`config.mk`:
```
export PLATFORM = sky130hd
export DESIGN_NAME = stm_timer
export DESIGN_NICKNAME = d
export VERILOG_FILES = /design/src/shared/stm_pkg.sv /design/src/core/stm_timer.sv
export SDC_FILE = /design/constraint.sdc
export NUM_CORES = 1
export LEC_CHECK = 0
export BUFFER_PORTS_ARGS = -buffer_cell sky130_fd_sc_hd__buf_2
export CAP_MARGIN = 30
export CORE_AREA = 2 2 125 127
export DETAILED_ROUTE_END_ITERATION = 10
export DIE_AREA = 0 0 127 129
export GPL_ROUTABILITY_DRIVEN = 0
export MAX_ROUTING_LAYER = met4
export PLACE_DENSITY_LB_ADDON = 0.08
export SETUP_SLACK_MARGIN = 0.02
export SLEW_MARGIN = 25
export SYNTH_ARGS = -nofsm -noshare
export SYNTH_HDL_FRONTEND = slang
export SYNTH_SLANG_ARGS = --single-unit
```
`constraint.sdc`:
```
create_clock -name pclk -period 4.6 [get_ports pclk]
set_input_delay 0.69 -clock pclk [delete_from_list [all_inputs] [get_ports pclk]]
set_output_delay 0.69 -clock pclk [all_outputs]
set_load 0.05 [all_outputs]
```
`src/shared/stm_pkg.sv`:
```
package stm_pkg;
  // register byte addresses
  localparam logic [7:0] ADDR_CNT_LO = 8'h00;
  localparam logic [7:0] ADDR_CNT_HI = 8'h04;
  localparam logic [7:0] ADDR_CMPA_LO = 8'h08;
  localparam logic [7:0] ADDR_CMPA_HI = 8'h0C;
  localparam logic [7:0] ADDR_CTRL0 = 8'h10;
  localparam logic [7:0] ADDR_CTRL1 = 8'h14;
  localparam logic [7:0] ADDR_STATUS = 8'h18;
  // control 0 fields
  localparam int C0_PAUSE = 7;
  localparam int C0_ON = 3;
  localparam int C0_PER_LSB = 0;
  // control 1 fields
  localparam int C1_MODE_LSB = 6;
  localparam int C1_ACT_LSB = 4;
  localparam int C1_OC = 3;
  localparam int C1_INV = 2;
  localparam int C1_SWAP = 1;
  localparam int C1_CLR = 0;
  // status fields
  localparam int ST_AF = 0;
  localparam int ST_PF = 1;
  // reset values and counter top
  localparam logic [7:0] CTRL_RST = 8'h00;
  localparam logic [9:0] CNT_RST = 10'h000;
  localparam logic [9:0] CMPA_RST = 10'h000;
  localparam logic [9:0] CNT_MAX = 10'h3FF;
  // modes
  typedef enum logic [1:0] {
    MODE_CMP = 2'b00,
    MODE_CAP = 2'b01,
    MODE_PWM = 2'b10,
    MODE_TMR = 2'b11
  } stm_mode_t;
  // compare-match output actions
  localparam logic [1:0] ACT_NONE = 2'b00;
  localparam logic [1:0] ACT_LOW = 2'b01;
  localparam logic [1:0] ACT_HIGH = 2'b10;
  localparam logic [1:0] ACT_TOGGLE = 2'b11;
endpackage

```
`src/core/stm_timer.sv`:
```
`timescale 1ns/1ps
`default_nettype none
module stm_timer
  import stm_pkg::*;
(
  input wire logic pclk,
  input wire logic presetn,
  input wire logic psel,
  input wire logic penable,
  input wire logic pwrite,
  input wire logic [7:0] paddr,
  input wire logic [31:0] pwdata,
  output logic [31:0] prdata,
  output logic pready,
  output logic pslverr,
  output logic timer_out,
  output logic timer_out_en
);

  logic [7:0] ctrl0_reg;
  logic [7:0] ctrl1_reg;
  logic [9:0] cmpa_reg;
  logic [9:0] cnt_reg;
  logic af_reg;
  logic pf_reg;
  logic on_d_reg;
  logic pin_reg;
  logic pwm_reg;

  logic wr_en;
  logic rd_en;
  logic known;
  logic on_rise;
  logic running;
  stm_mode_t mode;
  logic [1:0] act;
  logic [2:0] per_code;
  logic [9:0] cnt_inc;
  logic match_a;
  logic match_p;
  logic clr_sel;
  logic swap;
  logic wrap_top;
  logic clear_cnt;
  logic set_af;
  logic set_pf;
  logic [10:0] period_len;
  logic [10:0] duty_len;
  logic pwm_active;
  logic af_clr;
  logic pf_clr;
  logic sel_cnt_lo;
  logic sel_cnt_hi;
  logic sel_cmpa_lo;
  logic sel_cmpa_hi;
  logic sel_ctrl0;
  logic sel_ctrl1;
  logic sel_status;
  logic [31:0] rd_value;
  logic [10:0] per_code_len;
  logic on_level;
  logic off_level;
  logic pwm_level;
  logic mode_cmp;
  logic mode_pwm;
  logic pin_drive;

  // address decode
  assign sel_cnt_lo = (paddr == ADDR_CNT_LO);
  assign sel_cnt_hi = (paddr == ADDR_CNT_HI);
  assign sel_cmpa_lo = (paddr == ADDR_CMPA_LO);
  assign sel_cmpa_hi = (paddr == ADDR_CMPA_HI);
  assign sel_ctrl0 = (paddr == ADDR_CTRL0);
  assign sel_ctrl1 = (paddr == ADDR_CTRL1);
  assign sel_status = (paddr == ADDR_STATUS);
  assign known = sel_cnt_lo || sel_cnt_hi || sel_cmpa_lo || sel_cmpa_hi ||
                 sel_ctrl0 || sel_ctrl1 || sel_status;
  assign wr_en = psel && penable && pwrite;
  assign rd_en = psel && !penable && !pwrite;
  assign mode = stm_mode_t'(ctrl1_reg[C1_MODE_LSB +: 2]);
  assign act = ctrl1_reg[C1_ACT_LSB +: 2];
  assign per_code = ctrl0_reg[C0_PER_LSB +: 3];
  assign clr_sel = ctrl1_reg[C1_CLR];
  assign swap = ctrl1_reg[C1_SWAP];
  assign on_rise = ctrl0_reg[C0_ON] && !on_d_reg;
  assign running = ctrl0_reg[C0_ON] && !ctrl0_reg[C0_PAUSE];
  assign cnt_inc = cnt_reg + 10'h001;

  // matches seen on the count about to be reached (cnt_reg plus one)
  assign match_a = running && (cnt_inc == cmpa_reg);
  assign match_p = running && (per_code != 3'h0) &&
                   (cnt_inc[9:7] == per_code) && (cnt_inc[6:0] == 7'h00);
  assign wrap_top = running && (cnt_reg == CNT_MAX);

  always_comb begin
    clear_cnt = 1'b0;
    set_af = 1'b0;
    set_pf = 1'b0;
    if (mode == MODE_PWM) begin
      set_af = match_a;
      set_pf = match_p || (per_code == 3'h0 && wrap_top);
      clear_cnt = swap ? match_a : match_p;
    end else if (clr_sel) begin
      set_af = match_a;
      clear_cnt = match_a;
    end else begin
      set_af = match_a;
      set_pf = match_p || (per_code == 3'h0 && wrap_top);
      clear_cnt = match_p;
    end
  end

  // period and duty lengths in timer clocks
  assign per_code_len = (per_code == 3'h0) ? 11'h400 : {1'b0, per_code, 7'h00};
  always_comb begin
    if (swap) begin
      period_len = {1'b0, cmpa_reg};
      duty_len = per_code_len;
    end else begin
      period_len = per_code_len;
      duty_len = {1'b0, cmpa_reg};
    end
  end

  assign pwm_active = (duty_len >= period_len) || ({1'b0, cnt_reg} < duty_len);
  assign on_level = ctrl1_reg[C1_OC];
  assign off_level = !ctrl1_reg[C1_OC];
  assign pwm_level = pwm_active ? on_level : off_level;
  assign mode_cmp = (mode == MODE_CMP);
  assign mode_pwm = (mode == MODE_PWM);

  // read data of the addressed register
  always_comb begin
    rd_value = 32'h0000_0000;
    if (sel_cnt_lo) begin
      rd_value = {24'h000000, cnt_reg[7:0]};
    end
    if (sel_cnt_hi) begin
      rd_value = {30'h00000000, cnt_reg[9:8]};
    end
    if (sel_cmpa_lo) begin
      rd_value = {24'h000000, cmpa_reg[7:0]};
    end
    if (sel_cmpa_hi) begin
      rd_value = {30'h00000000, cmpa_reg[9:8]};
    end
    if (sel_ctrl0) begin
      rd_value = {24'h000000, ctrl0_reg};
    end
    if (sel_ctrl1) begin
      rd_value = {24'h000000, ctrl1_reg};
    end
    if (sel_status) begin
      rd_value = {30'h00000000, pf_reg, af_reg};
    end
  end

  // apb slave, one access cycle
  always_ff @(posedge pclk or negedge presetn) begin
    if (!presetn) begin
      pready <= 1'b0;
    end else begin
      pready <= psel && !penable;
    end
  end

  always_ff @(posedge pclk or negedge presetn) begin
    if (!presetn) begin
      pslverr <= 1'b0;
    end else begin
      pslverr <= psel && !penable && !known;
    end
  end

  always_ff @(posedge pclk or negedge presetn) begin
    if (!presetn) begin
      prdata <= 32'h0000_0000;
    end else begin
      prdata <= rd_en ? rd_value : 32'h0000_0000;
    end
  end

  // control 0
  always_ff @(posedge pclk or negedge presetn) begin
    if (!presetn) begin
      ctrl0_reg <= CTRL_RST;
    end else if (wr_en && pready && sel_ctrl0) begin
      ctrl0_reg <= pwdata[7:0];
    end
  end

  // control 1
  always_ff @(posedge pclk or negedge presetn) begin
    if (!presetn) begin
      ctrl1_reg <= CTRL_RST;
    end else if (wr_en && pready && sel_ctrl1) begin
      ctrl1_reg <= pwdata[7:0];
    end
  end

  // compare-A low byte
  always_ff @(posedge pclk or negedge presetn) begin
    if (!presetn) begin
      cmpa_reg[7:0] <= CMPA_RST[7:0];
    end else if (wr_en && pready && sel_cmpa_lo) begin
      cmpa_reg[7:0] <= pwdata[7:0];
    end
  end

  // compare-A high bits
  always_ff @(posedge pclk or negedge presetn) begin
    if (!presetn) begin
      cmpa_reg[9:8] <= CMPA_RST[9:8];
    end else if (wr_en && pready && sel_cmpa_hi) begin
      cmpa_reg[9:8] <= pwdata[1:0];
    end
  end

  // counter-on edge detect
  always_ff @(posedge pclk or negedge presetn) begin
    if (!presetn) begin
      on_d_reg <= 1'b0;
    end else begin
      on_d_reg <= ctrl0_reg[C0_ON];
    end
  end

  // counter
  always_ff @(posedge pclk or negedge presetn) begin
    if (!presetn) begin
      cnt_reg <= CNT_RST;
    end else begin
      if (on_rise) begin
        cnt_reg <= CNT_RST;
      end else if (clear_cnt) begin
        cnt_reg <= CNT_RST;
      end else if (running) begin
        cnt_reg <= cnt_inc;
      end
    end
  end

  // flags: write one to clear, set wins
  assign af_clr = wr_en && pready && (paddr == ADDR_STATUS) && pwdata[ST_AF];
  assign pf_clr = wr_en && pready && (paddr == ADDR_STATUS) && pwdata[ST_PF];

  always_ff @(posedge pclk or negedge presetn) begin
    if (!presetn) begin
      af_reg <= 1'b0;
    end else begin
      af_reg <= set_af || (af_reg && !af_clr);
    end
  end

  always_ff @(posedge pclk or negedge presetn) begin
    if (!presetn) begin
      pf_reg <= 1'b0;
    end else begin
      pf_reg <= set_pf || (pf_reg && !pf_clr);
    end
  end

  // compare-match pin state
  always_ff @(posedge pclk or negedge presetn) begin
    if (!presetn) begin
      pin_reg <= 1'b0;
    end else if (on_rise) begin
      pin_reg <= ctrl1_reg[C1_OC];
    end else if (set_af && mode_cmp) begin
      unique case (act)
        ACT_NONE: pin_reg <= pin_reg;
        ACT_LOW: pin_reg <= 1'b0;
        ACT_HIGH: pin_reg <= 1'b1;
        ACT_TOGGLE: pin_reg <= !pin_reg;
      endcase
    end
  end

  // pwm waveform, active level from output-control
  always_ff @(posedge pclk or negedge presetn) begin
    if (!presetn) begin
      pwm_reg <= 1'b0;
    end else begin
      unique case (act)
        2'b00: pwm_reg <= off_level;
        2'b01: pwm_reg <= on_level;
        default: pwm_reg <= pwm_level;
      endcase
    end
  end

  // pin level before the output flop
  always_comb begin
    pin_drive = 1'b0;
    unique case (mode)
      MODE_CMP: pin_drive = pin_reg ^ ctrl1_reg[C1_INV];
      MODE_PWM: pin_drive = pwm_reg ^ ctrl1_reg[C1_INV];
      MODE_CAP: pin_drive = 1'b0;
      MODE_TMR: pin_drive = 1'b0;
    endcase
  end

  // pin drive
  always_ff @(posedge pclk or negedge presetn) begin
    if (!presetn) begin
      timer_out <= 1'b0;
    end else begin
      timer_out <= pin_drive;
    end
  end

  always_ff @(posedge pclk or negedge presetn) begin
    if (!presetn) begin
      timer_out_en <= 1'b0;
    end else begin
      timer_out_en <= mode_cmp || mode_pwm;
    end
  end

endmodule
`default_nettype wire

```
# Yosys cells after proc, flatten, opt, wreduce, memory -nomap -nowiden
# Index checks and enable logic that the tools add are counted.
op_classes:
  addsub: 1
  n_mul: 0
  n_div: 0
  magnitude_cmp: 2
  n_eq_ne: 16
  shifts: 0
  mux: 25
  bitwise_logic: 2
  n_reduce_logical: 54
ops:
  columns: ["operator", "n"]
  rows:
  - ["32-bit two-way mux", 2]
  - ["8-bit two-way mux", 6]
  - ["11-bit two-way mux", 3]
  - ["10-bit two-way mux", 3]
  - ["8-bit by 5-bit == test with 1-bit output, second input constant", 3]
  - ["1-bit logical AND", 24]
  - ["8-bit by 4-bit == test with 1-bit output, second input constant", 2]
  - ["11-bit greater-or-equal comparator", 1]
  - ["1-bit logical OR", 11]
  - ["10-bit by 11-bit < comparator with 1-bit output", 1]
  - ["10-bit by 1-bit adder with 10-bit output, second input constant", 1]
  - ["10-bit == test", 1]
  - ["10-bit == test, second input constant", 1]
  - ["1-bit logical NOT", 9]
  - ["2-bit == test, second input constant", 4]
  - ["8-bit by 3-bit == test with 1-bit output, second input constant", 1]
  - ["8-bit logical NOT", 1]
  - ["1-bit two-way mux", 8]
  - ["7-bit logical NOT", 1]
  - ["1-bit case mux with 3 select lines", 2]
  - ["3-bit nonzero test", 2]
  - ["2-bit by 1-bit == test with 1-bit output, second input constant", 2]
  - ["2-bit logical NOT", 2]
  - ["3-bit == test", 1]
  - ["7 further kinds", 8]
totals:
  regBits: 77
  latchBits: 0
  ram_bits: 0
  rom_bits: 0
  in_bits: 45
  output_inout_bits: 36
  word_cells: 115
  mem_count: 0

# Longest topological paths before layout
logic_depth:
  depth_word: 9
  mapped_depth: 10
  ltp_nobuf: 8

# Worst setup path after synthesis
# OpenSTA, ideal clock, no wires.
synth_timing:
  path_type: "register -> register"
  startpoint: "reg cnt_reg[0]"
  endpoint: "reg cnt_reg[0]"
  arrival_time_ps: 2421
  required_ps: 4464
  setup_slack_ps: 2043
  stages_incl_launch_ff: 8
  path_buffers: 0
  period_less_slack_ps: 2557
  path_cell_list: "dfrtp_1 -> ha_1 -> nand2_1 -> or3_4 -> mux2_4 -> or4_4 -> o32ai_4 -> nor3_1"
synth_via:
  elab_chain_cells: 8
  word_cells_on_any_way: 14
  cone_classes: "1 x add/sub; 2 x eq/ne; 6 x mux; 5 x reduce/logical"
synth_rtl:
  columns: ["element", "line", "source"]
  rows:
  - ["start, declared", "stm_timer.sv:23", "logic [9:0] cnt_reg;"]
  - ["start signal, assigned", "stm_timer.sv:238", "cnt_reg <= cnt_inc;"]
  - ["10-bit by 1-bit adder with 10-bit output (*)", "stm_timer.sv:87", "assign cnt_inc = cnt_reg + 10'h001;"]
  - ["3-bit == test", "stm_timer.sv:92", "(cnt_inc[9:7] == per_code) && (cnt_inc[6:0] == 7'h00);"]
  - ["1-bit logical AND", "stm_timer.sv:91", "assign match_p = running && (per_code != 3'h0) &&"]
  - ["1-bit logical AND", "stm_timer.sv:92", null]
  - ["1-bit two-way mux, on equally long branches", "stm_timer.sv:103, stm_timer.sv:102", null]
  - ["1-bit two-way mux", "stm_timer.sv:99", "if (mode == MODE_PWM) begin"]
  - ["10-bit two-way mux", "stm_timer.sv:235", "end else if (clear_cnt) begin"]
  - ["10-bit two-way mux", "stm_timer.sv:233", "if (on_rise) begin"]
# Every way passes the cells marked *; elsewhere a longest branch is shown, timed or not. The select of a mux whose other input is x is not followed.
# A chain may end at the register's enable or synchronous reset.

# Final worst setup path
# Ends and elaborated chain as after synthesis.

==> flow_metrics.tcl <==
set metrics [dict create \
    vias 2823 \
    cts.root.buffer_cell "sky130_fd_sc_hd__clkbuf_16" \
    clkSlewWorstSetupHoldPaths_ns 0.07 \
    avgViaCountPerCell 4.80 \
    ys.warnings.count 0 \
    worstSetupStartpointType "flop" \
    cts-root-to-sink-buffers 2 \
    tns_ns 0 \
    portBuffers 32 \
    grt_max_degree 54 \
    irDropWorstVdd_mv 0.127 \
    final_hpwl_dp_um 7930 \
    floorplan.die.width_um 127 \
    ctsHoldBuffers 0 \
    postLayoutCellArea_um2 4010 \
    initial_cell_density_of_the_core_pct 24.5 \
    drt.antenna.violating_nets 0 \
    cts_tree "yes" \
    std_cell_rows 45 \
    grtUsageTotal_pct 14.3 \
    netlist-cell-type-count 56 \
    postRouteWirelength_um 10700 \
    pwr_density_cell_nw_per_um2 239 \
    cp_cell_sequence "ha_1 -> nand2_1 -> or3_4 -> mux2_4 -> or4_4 -> o32ai_4 -> nor3_1" \
    path_max_fanout 8 \
    power.leakage_nw 1.77 \
    netlist_instances 385 \
    number_of_flops_mapped_to_enable_cells_by_yosys 0 \
    cp_num_buf_inv 0 \
    cts.repair_timing.setup_buffer_count 0 \
    vias_in_the_first_global_route 2832 \
    maxCapViolCount 0 \
    layout_min_cycle_time_ns 2.96 \
    io_pins 81 \
    path_delay_family "simple AND/OR/NAND/NOR gates" \
    drc 0 \
    post_synth_instance_area_um2 3660 \
    syn_to_final_growth_pct 9.39 \
    grt.overflow.total 0 \
    synthesis.area_per_instance_um2 9.52 \
    final-max-slew-violation-count 0 \
    number_of_storage_elements_in_the_synthesis_netlist 53 \
    relSlewSlack_pct 38.4 \
    detail_route.first_pass.iterations 4 \
    worst-endpoint-arrival_ns 3.11 \
    synth-async-reset-ratio_pct 100 \
    place_worst_setup_slack_ns 1.47 \
    layoutNonFillerInstCount 588 \
    post_route_cells_drive_above_1_share_pct 20.3 \
    synth_top_cells_by_area "sky130_fd_sc_hd__dfrtp_1 36%, sky130_fd_sc_hd__mux2_2 8.0%, sky130_fd_sc_hd__buf_4 5.1%" \
    setup.worst_path.class "flop to flop" \
    setup_slack_ns 1.64 \
    chip_height_um 129 \
    synth_top_flop_cell "sky130_fd_sc_hd__dfrtp_1" \
    fin_crit_sh_pct 64.4 \
    num-fill-cells 1628 \
    antenna_found_initial 0 \
    outcome "finished, final reports clean" \
    route.detailed.wl_per_inst_um 18.2 \
    htree_levels 2 \
    critical_path.slowest_cell "sky130_fd_sc_hd__or4_4" \
    n_antenna_cell 0 \
    final_count_of_negative_setup_slack_endpoints 0 \
    clock_latency_on_the_worst_skew_pair_ns 0.30 \
    cts_resized 0 \
    design.die.area_um2 16400 \
    worst-slew-pin-transition_ns 0.917 \
    hold-worst-slack_ns 0.514 \
    finalClockSkew_ns 0.00919 \
    rsz_0062_raised_after_global_routing "no" \
    cts_num_sinks 53 \
    final_hold_viol_count 0 \
    tritoncts.num_buffers 5 \
    synth-seq-area-share_pct 36.2 \
    layout.area.seq_um2 1330 \
    critPathMaxStageDelay_ns 0.57 \
    synth_largest_area_cell "sky130_fd_sc_hd__dfrtp_1" \
    fp.coreArea_um2 15000 \
    detail_route.iter0.violations 135 \
    crit_required_ns 4.74 \
    placed_area_um2 3860 \
    multi_input_area_um2 2110 \
    min-delay-path-class "input port to asynchronous set/reset pin" \
    sort_of_element_at_the_end_of_the_critical_path "flop" \
    fin_nets 455 \
    first_pass_grt_wire_length_um 17200 \
    area_share_of_the_leading_cell_type_in_the_synthesized_netlist_pct 36.2 \
    max_freq_ghz 0.337 \
    dp.cells 580 \
]
through the flow:
| stage | utilization, % | power (mW) |
|---|---|---|
| finish | 26.8 | 0.957 |
| floorplan | - | 0.565 |
| detailed placement | 25.8 | 0.580 |
| global placement | 25.8 | 0.579 |
| global route | 26.8 | 1.00 |
| CTS | 26.8 | 0.978 |
Yosys cell counts (3+ instances only):
cell type                  count
sky130_fd_sc_hd__nor2b_1      10
sky130_fd_sc_hd__buf_2         3
sky130_fd_sc_hd__mux2_2       26
sky130_fd_sc_hd__buf_4        25
sky130_fd_sc_hd__o21a_1        3
sky130_fd_sc_hd__ha_1         11
sky130_fd_sc_hd__dfrtp_1      53
sky130_fd_sc_hd__and3_1        6
sky130_fd_sc_hd__or2_2         5
sky130_fd_sc_hd__a21oi_1       7
sky130_fd_sc_hd__or4_1         6
sky130_fd_sc_hd__mux2i_1      17
sky130_fd_sc_hd__nor3_1       20
sky130_fd_sc_hd__and2_1        4
sky130_fd_sc_hd__nand2_1      27
sky130_fd_sc_hd__nand2b_1     10
sky130_fd_sc_hd__nand3_1      11
sky130_fd_sc_hd__a22oi_1       7
sky130_fd_sc_hd__o21ai_0      12
sky130_fd_sc_hd__o22ai_1       3
sky130_fd_sc_hd__inv_1         7
sky130_fd_sc_hd__xnor2_1      15
sky130_fd_sc_hd__or3_1         3
sky130_fd_sc_hd__xor2_1       11
sky130_fd_sc_hd__nor2_1       22
sky130_fd_sc_hd__clkbuf_1     19
power by group:
group,total [mW],internal (mW),switching [mW]
Clock,0.388,0.203,0.185
Combinational,0.0948,0.0182,0.0766
Sequential,0.474,0.469,0.00540
Total,0.957,0.689,0.267
layout make-up:
type	instances	share of cell area, %
tap	188	5.87
multi-input combinational	299	52.6
timing repair buffer	33	4.18
inverter	7	0.655
clock inverter	2	0.375
sequential	53	33.1
clock buffer	6	3.21
layout by cell type (no fill, tap or decap), drive strengths merged, types with 5 or more instances in the layout:
master / netlist / routed
a21oi: 7 / 7
a22oi: 7 / 7
and3: 6 / 6
buf: 30 / 33
clkbuf: 19 / 6
conb: 1 / 24
dfrtp: 53 / 53
ha: 11 / 11
inv: 7 / 7
mux2: 27 / 27
mux2i: 17 / 17
nand2: 27 / 27
nand2b: 10 / 10
nand3: 11 / 11
nor2: 22 / 22
nor2b: 10 / 10
nor3: 22 / 22
o21ai: 12 / 12
or2: 5 / 5
or4: 7 / 7
xnor2: 15 / 15
xor2: 11 / 11
kinds of logic after synthesis:
logic type,after synthesis,synth area share (%)
AOI/OAI and AO/OA,55,10.8
xor gates and xnor gates,26,6.21
adders and majority gates,11,3.76
buffers and inverters,56,8.60
other,1,0.102
and+or+nand+nor,137,20.0
DFF,53,36.2
muxes,46,14.3
worst reg2reg max path, cell delays in order, from the launching register on:
cell	delay, ns
sky130_fd_sc_hd__dfrtp_1	0.54
sky130_fd_sc_hd__ha_1	0.34
sky130_fd_sc_hd__nand2_1	0.10
sky130_fd_sc_hd__or3_4	0.42
sky130_fd_sc_hd__mux2_4	0.31
sky130_fd_sc_hd__or4_4	0.57
sky130_fd_sc_hd__o32ai_4	0.43
sky130_fd_sc_hd__nor3_1	0.10
metal layers:
layer,vias to the layer above,routed length [µm],GRT usage (%)
li1,1348,-,-
met1,1408,5260,19.5
met2,58,4900,21.9
met3,9,329,2.49
met4,0,212,4.40
met5,-,0,-
path summary, 6_finish.rpt:
kind,from,endpoint,slack [ns],cells past startpoint
worst max-delay path,cnt_reg[0],cnt_reg[0],1.64,7
worst min-delay path,presetn,cnt_reg[2],0.51,2
worst max register to register,cnt_reg[0],cnt_reg[0],1.64,7
worst min register to register,ctrl0_reg[6],ctrl0_reg[6],0.51,1
max in group asynchronous,presetn,pf_reg,3.61,2
min in group pclk,ctrl0_reg[6],ctrl0_reg[6],0.51,1
(Power assumes the default switching activity.)
